## src/hw/asrc_pkg.sv

```systemverilog
package asrc_pkg;

  // ==========================================================
  // Geometry of the attached RAM
  // ==========================================================
  localparam int ADDR_W = 16;   // Word address width
  localparam int DATA_W = 4;    // Data width, separate in and out paths

  // ==========================================================
  // Clock and pin timing
  // ==========================================================
  localparam int CLK_PERIOD_NS = 8;   // 125 MHz host clock
  localparam int T_RC_NS       = 15;  // Least read cycle time
  localparam int T_AA_NS       = 15;  // Longest address to data valid
  localparam int T_PWE_NS      = 9;   // Least write strobe pulse
  localparam int T_SD_NS       = 9;   // Least data setup to write end
  localparam int T_SCE_NS      = 10;  // Least select low to write end

  // Times round up to whole cycles, the read count one cycle more; never below one
  localparam int RD_CYC =
    ((T_AA_NS + CLK_PERIOD_NS - 1) / CLK_PERIOD_NS) + 1;
  localparam int WR_CYC_RAW =
    (T_SCE_NS + CLK_PERIOD_NS - 1) / CLK_PERIOD_NS;
  localparam int WR_CYC = (WR_CYC_RAW < 1) ? 1 : WR_CYC_RAW;
  localparam int CNT_W  = 4;   // Wide enough for both counts

  // Value of the pins after reset
  localparam logic       RST_SEL_B = 1'b1;
  localparam logic       RST_WR_B  = 1'b1;

  // ==========================================================
  // Sequencer states
  // ==========================================================
  typedef enum logic [2:0] {
    ASRC_IDLE  = 3'b000,
    ASRC_RSET  = 3'b001,
    ASRC_RWAIT = 3'b010,
    ASRC_WSET  = 3'b011,
    ASRC_WPUL  = 3'b100,
    ASRC_WEND  = 3'b101
  } asrc_state_t;

endpackage

```

## src/hw/asrc_host.sv

```systemverilog
`timescale 1ns/100ps

// Contract
// - Write starts only with both lines low
// - Host holds data around terminating rising edge
// - Host keeps strobe high during reads
// - Address-controlled read keeps select low
// - Address valid before select falls
module asrc_host #(
  parameter int ADDR_W = asrc_pkg::ADDR_W,
  parameter int DATA_W = asrc_pkg::DATA_W
) (
  input  wire logic              i_clk,
  input  wire logic              i_rst_b,
  // User request side
  input  wire logic              i_req,
  input  wire logic              i_req_wr,
  input  wire logic [ADDR_W-1:0] i_req_addr,
  input  wire logic [DATA_W-1:0] i_req_wdata,
  output logic                   o_busy,
  output logic                   o_rd_valid,
  output logic [DATA_W-1:0]      o_rd_data,
  output logic                   o_wr_done,
  // RAM pins
  output logic                   o_sel_b,
  output logic                   o_wr_b,
  output logic [ADDR_W-1:0]      o_word_address,
  output logic [DATA_W-1:0]      o_write_data_in,
  input  wire logic [DATA_W-1:0] i_ram_dout
);

  // ==========================================================
  // State and registers
  // ==========================================================
  // Each register has a next value from the one combinational block
  asrc_pkg::asrc_state_t     state_r;     // Sequencer state
  asrc_pkg::asrc_state_t     state_nxt;
  logic [asrc_pkg::CNT_W-1:0] cnt_r;      // Cycle counter
  logic [asrc_pkg::CNT_W-1:0] cnt_nxt;
  logic                      sel_b_r;     // Select pin
  logic                      sel_b_nxt;
  logic                      wr_b_r;      // Write strobe pin
  logic                      wr_b_nxt;
  logic [ADDR_W-1:0]         addr_r;      // Address pin
  logic [ADDR_W-1:0]         addr_nxt;
  logic [DATA_W-1:0]         wdat_r;      // Write data pin
  logic [DATA_W-1:0]         wdat_nxt;
  logic [DATA_W-1:0]         rdat_r;      // Captured read data
  logic [DATA_W-1:0]         rdat_nxt;
  logic                      rvld_r;      // Read done pulse
  logic                      rvld_nxt;
  logic                      wdone_r;     // Write done pulse
  logic                      wdone_nxt;
  logic                      busy_r;      // Request refused while set
  logic                      busy_nxt;

  // ==========================================================
  // Decodes
  // ==========================================================
  // A request counts only while idle; any other time it is dropped
  wire logic take_req  = i_req && (state_r == asrc_pkg::ASRC_IDLE);
  // Counter runs down; zero marks the last cycle of a phase
  wire logic cnt_done  = (cnt_r == '0);
  // Loads are one less than the cycle count, because the cycle
  // in which the counter reads zero is itself part of the phase
  wire logic [asrc_pkg::CNT_W-1:0] rd_load =
    asrc_pkg::CNT_W'(asrc_pkg::RD_CYC - 1);
  wire logic [asrc_pkg::CNT_W-1:0] wr_load =
    asrc_pkg::CNT_W'(asrc_pkg::WR_CYC - 1);
  // Decrement is only used while the count is above zero
  wire logic [asrc_pkg::CNT_W-1:0] cnt_dec = cnt_r - 1'b1;

  // ==========================================================
  // Next-state logic
  // ==========================================================
  // One access at a time; the select is dropped between accesses
  // so every read is select-controlled and its address settles
  // a full cycle before the falling edge.
  always_comb begin
    // Hold everything by default; the done pulses last one cycle
    // Only one access is in flight, so one counter serves both
    state_nxt = state_r;
    cnt_nxt   = cnt_r;
    sel_b_nxt = sel_b_r;
    wr_b_nxt  = wr_b_r;
    addr_nxt  = addr_r;
    wdat_nxt  = wdat_r;
    rdat_nxt  = rdat_r;
    rvld_nxt  = 1'b0;
    wdone_nxt = 1'b0;
    busy_nxt  = busy_r;
    unique case (state_r)
      asrc_pkg::ASRC_IDLE: begin
        // Write data follows on reads too; the RAM ignores it there
        if (take_req) begin
          // Address and data go out with both lines still high
          addr_nxt = i_req_addr;
          wdat_nxt = i_req_wdata;
          busy_nxt = 1'b1;
          state_nxt = i_req_wr ? asrc_pkg::ASRC_WSET
                               : asrc_pkg::ASRC_RSET;
        end
      end
      asrc_pkg::ASRC_RSET: begin
        // Select falls after address is stable, strobe stays high
        sel_b_nxt = 1'b0;
        // Strobe is driven high again so a read never stores
        wr_b_nxt  = 1'b1;
        cnt_nxt   = rd_load;
        state_nxt = asrc_pkg::ASRC_RWAIT;
      end
      asrc_pkg::ASRC_RWAIT: begin
        // Wait access time, then sample what the RAM drives
        if (cnt_done) begin
          rdat_nxt  = i_ram_dout;
          rvld_nxt  = 1'b1;
          // Select rises after every read; holding it low and only
          // moving the address is allowed, but would cost a decode
          sel_b_nxt = 1'b1;
          busy_nxt  = 1'b0;
          state_nxt = asrc_pkg::ASRC_IDLE;
        end else begin
          // Still inside the access time
          cnt_nxt = cnt_dec;
        end
      end
      asrc_pkg::ASRC_WSET: begin
        // Address stood a cycle already, so no separate setup phase
        // Both lines fall together to open the write overlap
        sel_b_nxt = 1'b0;
        wr_b_nxt  = 1'b0;
        cnt_nxt   = wr_load;
        state_nxt = asrc_pkg::ASRC_WPUL;
      end
      asrc_pkg::ASRC_WPUL: begin
        if (cnt_done) begin
          // Raise both together: write ends, outputs stay floating
          sel_b_nxt = 1'b1;
          wr_b_nxt  = 1'b1;
          state_nxt = asrc_pkg::ASRC_WEND;
        end else begin
          // Keep the overlap open for the full pulse width
          cnt_nxt = cnt_dec;
        end
      end
      asrc_pkg::ASRC_WEND: begin
        // Address and data held one cycle past the rising edge;
        // without it a new request could move them on that edge
        wdone_nxt = 1'b1;
        busy_nxt  = 1'b0;
        state_nxt = asrc_pkg::ASRC_IDLE;
      end
      default: begin
        // Unused codes fall back to idle with both lines high
        state_nxt = asrc_pkg::ASRC_IDLE;
        sel_b_nxt = asrc_pkg::RST_SEL_B;
        wr_b_nxt  = asrc_pkg::RST_WR_B;
        busy_nxt  = 1'b0;
      end
    endcase
  end

  // ==========================================================
  // Registers
  // ==========================================================
  // Control state resets here; data paths reset in the block below
  // Reset is synchronous, so both lines settle high on the first
  // clock edge that sees the reset low
  always_ff @(posedge i_clk) begin
    if (!i_rst_b) begin
      state_r <= asrc_pkg::ASRC_IDLE;
      cnt_r   <= '0;
      sel_b_r <= asrc_pkg::RST_SEL_B;
      wr_b_r  <= asrc_pkg::RST_WR_B;
      rvld_r  <= 1'b0;
      wdone_r <= 1'b0;
      busy_r  <= 1'b0;
    end else begin
      state_r <= state_nxt;
      cnt_r   <= cnt_nxt;
      sel_b_r <= sel_b_nxt;
      wr_b_r  <= wr_b_nxt;
      rvld_r  <= rvld_nxt;
      wdone_r <= wdone_nxt;
      busy_r  <= busy_nxt;
    end
  end

  // Address and data registers reset to zero for defined pins
  // Kept apart so the pin registers need no state decode
  always_ff @(posedge i_clk) begin
    if (!i_rst_b) begin
      addr_r <= '0;
      wdat_r <= '0;
      rdat_r <= '0;
    end else begin
      addr_r <= addr_nxt;
      wdat_r <= wdat_nxt;
      rdat_r <= rdat_nxt;
    end
  end

  // ==========================================================
  // Outputs, all straight from flip-flops
  // ==========================================================
  // No gate sits between a flip-flop and a pin, so pin edges are clean
  assign o_busy          = busy_r;
  assign o_rd_valid      = rvld_r;
  assign o_rd_data       = rdat_r;
  assign o_wr_done       = wdone_r;
  assign o_sel_b         = sel_b_r;
  assign o_wr_b          = wr_b_r;
  assign o_word_address  = addr_r;
  assign o_write_data_in = wdat_r;

endmodule

```

## config.mk

```make
export PLATFORM = sky130hd
export DESIGN_NAME = asrc_host
export DESIGN_NICKNAME = d
export VERILOG_FILES = /design/src/hw/asrc_pkg.sv /design/src/hw/asrc_host.sv
export SDC_FILE = /design/constraint.sdc
export NUM_CORES = 1
export LEC_CHECK = 0
export ABC_AREA = 1
export ABC_CLOCK_PERIOD_IN_PS = 3050
export BUFFER_PORTS_ARGS = -buffer_cell sky130_fd_sc_hd__buf_2
export CORE_ASPECT_RATIO = 2
export CORE_MARGIN = 10
export CORE_UTILIZATION = 45
export DETAILED_ROUTE_END_ITERATION = 12
export HOLD_SLACK_MARGIN = 0.08
export PLACE_DENSITY_LB_ADDON = 0.08
export SLEW_MARGIN = 20
export SYNTH_ARGS = -nofsm -noshare
export SYNTH_HDL_FRONTEND = slang
export SYNTH_SLANG_ARGS = --single-unit
```

## constraint.sdc

```tcl
create_clock -name i_clk -period 3.05 [get_ports i_clk]
set_clock_uncertainty 0.2 [all_clocks]
set_input_delay 0.1525 -clock i_clk [delete_from_list [all_inputs] [get_ports i_clk]]
set_output_delay 0.1525 -clock i_clk [all_outputs]
set_load 0.05 [all_outputs]
```

== Word level (Yosys, flattened, before mapping) ==
Index checks and enable logic that the tools add are counted.

* Register bits after elaboration: 36
* Input port bits: 28
* Output and inout bits: 29
* Logic and storage cells: 56

* Add/sub/neg operators: 1
* Equal/unequal tests: 10
* Multiplexer cells: 15
* Bitwise logic cells: 3
* Reductions and logical operators: 17

{| class="wikitable"
|+ Operators with widths
! operator !! number
|-
| $pmux W3 S5 || 1
|-
| $pmux W4 S3 || 1
|-
| $reduce_and A2 Y1 || 6
|-
| $mux W3 || 3
|-
| $pmux W1 S3 || 3
|-
| $ne A2 B2 Y1 const B || 4
|-
| $eq A3 B2 Y1 const B || 2
|-
| $eq A3 B3 Y1 const B || 2
|-
| $reduce_and A3 Y1 || 2
|-
| $reduce_or A2 Y1 || 3
|-
| $reduce_or A3 Y1 || 2
|-
| $mux W1 || 5
|-
| $logic_not A4 Y1 || 1
|-
| $mux W4 || 1
|-
| $sub A4 B1 Y4 const B || 1
|-
| $eq A3 B1 Y1 const B || 1
|-
| $logic_not A3 Y1 || 1
|-
| $not A1 Y1 || 3
|-
| $reduce_bool A3 Y1 || 1
|-
| $mux W2 || 1
|-
| $ne A2 B1 Y1 const B || 1
|-
| $logic_and A1 B1 Y1 || 1
|}

== Logic depth before layout (Yosys ltp) ==
* Depth in word-level cells: 4
* Mapped depth: 8
* Depth with buffers taken out: 8

== Least setup slack after synthesis ==
No wires, ideal clock.

* Path kind: reg-to-reg
* Start point: reg cnt_r[0] (netlist bit)
* End point: reg rdat_r[0] (netlist: o_rd_data[0])
* Library setup time: 116 ps
* Arrival: 1,133 ps
* Required time: 2,734 ps
* Path slack: 1,601 ps
* Stages on the path, launching flop included: 8
* Path buffers: 0
* Period minus slack after synthesis: 1,449 ps
* Cell sequence: dfxtp_1 > inv_1 > ha_1 > nand2_1 > nor2_1 > inv_1 > nor2_1 > nor2_1

* Longest elaborated chain between the ends: 2

{| class="wikitable"
|+ RTL lines
! element !! line !! source
|-
| start, declared || asrc_host.sv:38 || <nowiki>logic [asrc_pkg::CNT_W-1:0] cnt_r;</nowiki>
|-
| start signal, assigned || asrc_host.sv:180 || <nowiki>cnt_r <= cnt_nxt;</nowiki>
|-
| $logic_not A4 Y1 || asrc_host.sv:63 || <nowiki>wire logic cnt_done = (cnt_r == '0);</nowiki>
|-
| $reduce_and A2 Y1 (no source line) || - ||
|-
| end signal, assigned || asrc_host.sv:199 || <nowiki>rdat_r <= rdat_nxt;</nowiki>
|-
| end, declared || asrc_host.sv:48 || <nowiki>logic [DATA_W-1:0] rdat_r;</nowiki>
|}

No other way between the ends.
A chain may end at the register's enable or synchronous reset.

== Final worst setup path ==
Same ends and word-level chain as after synthesis.

==> flow_results.org <==
** Setup path
- Flop2flop setup slack :: between 0.8 and 0.9 ns
- Data on the critical path is required at its endpoint by 3.02 ns.
- Critical path's slowest cell :: sky130_fd_sc_hd__dlygate4sd3_1
- In this run the critical register-to-register path is captured at o_rd_data[0]$_SDFFE_PN0P_.
- Data arrives at the worst endpoint at between 2 and 2.5 ns.
- The worst setup path is launched from a register.
- The setup path with the least slack is of type reg -> reg.
- Critical path peak fanout :: 5
- Worst R2R Start :: cnt_r[0]$_SDFFE_PN0P_
- Cell repeated most along the worst path :: sky130_fd_sc_hd__nor2_1
- CP cell instances :: inv_1 > ha_1 > nand2_1 > nor2_1 > inv_1 > nor2_1 > nor2_1 > dlygate4sd3_1
- In this design, the stage delay of the slowest critical-path cell is 0.55 ns.
- Worst Reg-to-Reg Cells :: 8
- STA classifies the critical path endpoint as a register.

** Placement
- Dpl cells :: 278
- Summed over all nets, the half-perimeter wirelength after detailed placement is roughly 3.1 mm.
- Routability Congestion :: 0.893
- Buffers placed on the I/O ports in this run total 56.
- The placed instances occupy a cell area of about 0.0018 sq mm.

** Global route
- Sum of overflow across all layers after global routing :: 0
- The via count of the first global-routing pass came to ~1.6k.
- The initial antenna violation count came to 1.
- Entering global routing, the biggest net connects 27 pins.
- The first global-routing pass estimated approximately 7.0 mm of wire.
- Across every metal layer, demand over resource in global routing totals 14.4%.

** Synth
- Cell area after technology mapping :: between 0.0015 and 0.002 sq mm
- Area share of the largest cell type after synthesis :: a little under half
- Syn nets :: 230
- Number of warnings printed during yosys synthesis :: 0
- Of all cell types, the one taking the most synthesized area is sky130_fd_sc_hd__dfxtp_1.
- Number of synthesized register bits :: 36
- The average instance in the mapped netlist occupies between 7 and 8 sq um.
- Cells after Synth :: 200
- Summing the sequential cell areas from Yosys gives between 40 and 50% of the chip area.
- Unique masters post-synth :: 24
- Ranked by total cell area, the synthesized netlist is headed by sky130_fd_sc_hd__dfxtp_1 47%, sky130_fd_sc_hd__nand3_1 10%, sky130_fd_sc_hd__nand2_1 9.8%.

** STA
- Share of the cycle needed by the critical path after routing :: between 70% and 80%
- The final hold violation count came to 0.
- Worst slew margin relative to its limit :: between 50% and 60%
- Number of max-slew violations in the final report :: 0
- Setup repair after global routing missed its margin :: no
- At the pin with the least slew margin, the transition time is 0.669 ns.
- Summed over all failing endpoints, the final setup total negative slack is 0 ns.
- Setup violations remaining at the end of the flow were counted as 0.
- The worst path needs 2.22 ns of the cycle, external delays included.
- For this run, the top clock speed supported by timing is 451 MHz.

** Power and ir drop
- In this run the power density over the cells is 860 mW/mm^2.
- Pleak :: 1.06 nW
- Maximum VDD drop :: 0.000641 V
- After layout, the design draws a total of 1.86 mW.

** Route
- Once detail routing completed, the nets flagged for antenna violations numbered 0.
- In the routed design, unresolved DRC markers number 0.
- Total wire length after detailed routing :: ~4.3 mm
- The detailed router placed 1577 vias in this run.
- Dividing the detail-routed wire length by the instance count gives 13.7 um.
- The first detailed-routing pass ran for 4 iterations.
- The detailed router finished its first iteration with 41 violations.
- Post-DR vias/cell :: 5.01

** Clocking
- Number of hold buffers added after CTS :: 29
- In this run the deepest clock path goes through 2 buffers.
- The H-tree generated during clock tree synthesis spans 2 levels.
- Clock-pin slew was measured on the worst setup and hold paths at 0.07 ns.
- After clock tree synthesis, the repair step resized 0 gates.
- Clock Latency Late Sink :: 0.28 ns
- Total setup buffers inserted after CTS :: 0
- Total CTS buffers :: 5
- For this design, the sink count on the clock tree is 36.
- TritonCTS clock tree :: yes
- Cell at the root of the clock tree :: sky130_fd_sc_hd__clkbuf_8

** Floorplanning
- The die is about 61 um wide.
- In this run the core area contains 29 standard-cell rows.
- Die Footprint :: about 0.0063 sq mm
- From bottom edge to top edge, the die measures 102 um.
- For this configuration, the core starts out at a cell density of between 40% and 50%.
- In this run the standard cell core region covers 0.00323 sq mm.
- Boundary Pins :: 57

** Min path
- The path with the worst hold slack has its endpoint at state_r[1]$_SDFFE_PN0P_.
- Start point of the worst min-delay path :: i_req_wr
- Worst min path class :: in -> reg
- Along the worst hold path, the cell count comes to 5.

** Layout
- Measured on the finished design, the core utilization comes to 66.9%.
- The area growth from synthesis to layout is 41.4%.
- After filler insertion, the fill cell instance count of the layout stands at 295.
- Final Cell Area :: 0.00216 sq mm
- Non-filler instance count after layout :: 315
- In the final design database the tool counted 313 nets.
- Share of final-layout standard cells stronger than drive strength 1 :: 26.9%

** Flow run
- Across the run, the number of max-cap violations was 0.

** Outcome
- Status :: completed
[worst max-delay path, delay by kind of cell (launching register included)]
| kind | cells | cell delay (ns) |
|---|---|---|
| adder cells (fa/ha/maj) | 1 | 0.16 |
| buffers and inverters | 3 | 0.82 |
| flip-flops | 1 | 0.32 |
| AND/OR/NAND/NOR | 4 | 0.62 |
[cells by family (layout without fill, tap and decap cells)]
kind of cell               Yosys count  after routing  share of synthesized area, %
and+or+nand+nor                    103            103                          31.4
xor gates and xnor gates             1              1                         0.573
adders and majority gates            2              2                          1.64
AOI/OAI and AO/OA                   33             33                          11.5
buffers and inverters               25            108                          7.62
DFF                                 36             36                          47.2
other                                0              1                             0
[per-layer routing]
metal	GRT usage (%)	vias up	share of wire (%)
met4	7.43	0	2.8
li1	-	818	-
met1	12.7	712	36
met2	26.4	37	54
met3	5.71	10	7.5
met5	0	-	0
[cell type report]
| cell class | instances | area (sq um) | area share, % |
|---|---|---|---|
| clock inverters | 1 | 5.00 | 0.232 |
| clock buffers | 6 | 72.6 | 3.36 |
| flip-flops and latches | 36 | 721 | 33.4 |
| repair buffers | 85 | 571 | 26.4 |
| diodes | 1 | 2.50 | 0.116 |
| multi-input cells | 139 | 691 | 32.0 |
| well taps | 31 | 38.8 | 1.80 |
| inverters | 16 | 60.1 | 2.78 |
[flip-flops by register name, summed over array words and instances, names as in the netlist]
| signal | cells |
|---|---|
| o_rd_valid | 1 |
| o_write_data_in | 4 |
| o_wr_b | 1 |
| o_wr_done | 1 |
| cnt_r | 4 |
| o_word_address | 16 |
| o_sel_b | 1 |
| state_r | 3 |
| o_rd_data | 4 |
| o_busy | 1 |
[per-stage QoR]
stage          hold WS, ns  worst slack [ns]
3_3_place_gp         0.178              1.21
2_1_floorplan       0.0874              1.60
6_report            0.0915             0.834
3_5_place_dp         0.185              1.21
5_1_grt              0.155             0.634
4_1_cts             0.0888             0.849
[synthesized netlist by cell type]
master / n
sky130_fd_sc_hd__xor2_1: 1
sky130_fd_sc_hd__buf_6: 2
sky130_fd_sc_hd__nor2_1: 20
sky130_fd_sc_hd__nand3_4: 1
sky130_fd_sc_hd__buf_1: 2
sky130_fd_sc_hd__nand2_2: 4
sky130_fd_sc_hd__o21ai_2: 1
sky130_fd_sc_hd__ha_1: 2
sky130_fd_sc_hd__buf_4: 2
sky130_fd_sc_hd__dfxtp_1: 36
sky130_fd_sc_hd__nand3_1: 32
sky130_fd_sc_hd__nor2_2: 1
sky130_fd_sc_hd__clkinv_1: 1
sky130_fd_sc_hd__o21ai_0: 5
sky130_fd_sc_hd__a21oi_1: 24
sky130_fd_sc_hd__o21a_1: 1
sky130_fd_sc_hd__nand2_1: 40
sky130_fd_sc_hd__o211ai_1: 2
sky130_fd_sc_hd__nand2_4: 2
sky130_fd_sc_hd__nand4_1: 2
sky130_fd_sc_hd__clkbuf_1: 3
sky130_fd_sc_hd__inv_2: 4
sky130_fd_sc_hd__inv_1: 11
sky130_fd_sc_hd__nor2_4: 1
[layout by cell type, fill, tap and decap left out, types with 5 or more instances in the layout]
master and instances:
sky130_fd_sc_hd__nor2_1 20, sky130_fd_sc_hd__o21ai_0 5, sky130_fd_sc_hd__inv_1 11, sky130_fd_sc_hd__nand3_1 32, sky130_fd_sc_hd__buf_2 56, sky130_fd_sc_hd__dlygate4sd3_1 29
sky130_fd_sc_hd__a21oi_1 24, sky130_fd_sc_hd__nand2_1 40, sky130_fd_sc_hd__dfxtp_1 36, sky130_fd_sc_hd__clkbuf_8 5
[worst max path at each step]
stage          depth (start not counted)                             end  slack, ns                     from
2_1_floorplan                          7       o_rd_data[0]$_SDFFE_PN0P_       1.60    cnt_r[0]$_SDFFE_PN0P_
3_5_place_dp                           6  o_word_address[2]$_SDFFE_PN0P_       1.21  state_r[1]$_SDFFE_PN0P_
4_1_cts                                8       o_rd_data[1]$_SDFFE_PN0P_       0.85    cnt_r[0]$_SDFFE_PN0P_
5_1_grt                                8       o_rd_data[0]$_SDFFE_PN0P_       0.63    cnt_r[0]$_SDFFE_PN0P_
3_3_place_gp                           6  o_word_address[2]$_SDFFE_PN0P_       1.21  state_r[1]$_SDFFE_PN0P_
6_report                               8       o_rd_data[0]$_SDFFE_PN0P_       0.83    cnt_r[0]$_SDFFE_PN0P_
[power breakdown]
part | total [mW] | internal, mW | switching (mW)
Sequential | 0.637 | 0.574 | 0.0628
Combinational | 0.911 | 0.267 | 0.644
Clock | 0.310 | 0.155 | 0.155
Total | 1.86 | 0.997 | 0.862
Power figures use the tool's default switching activity.
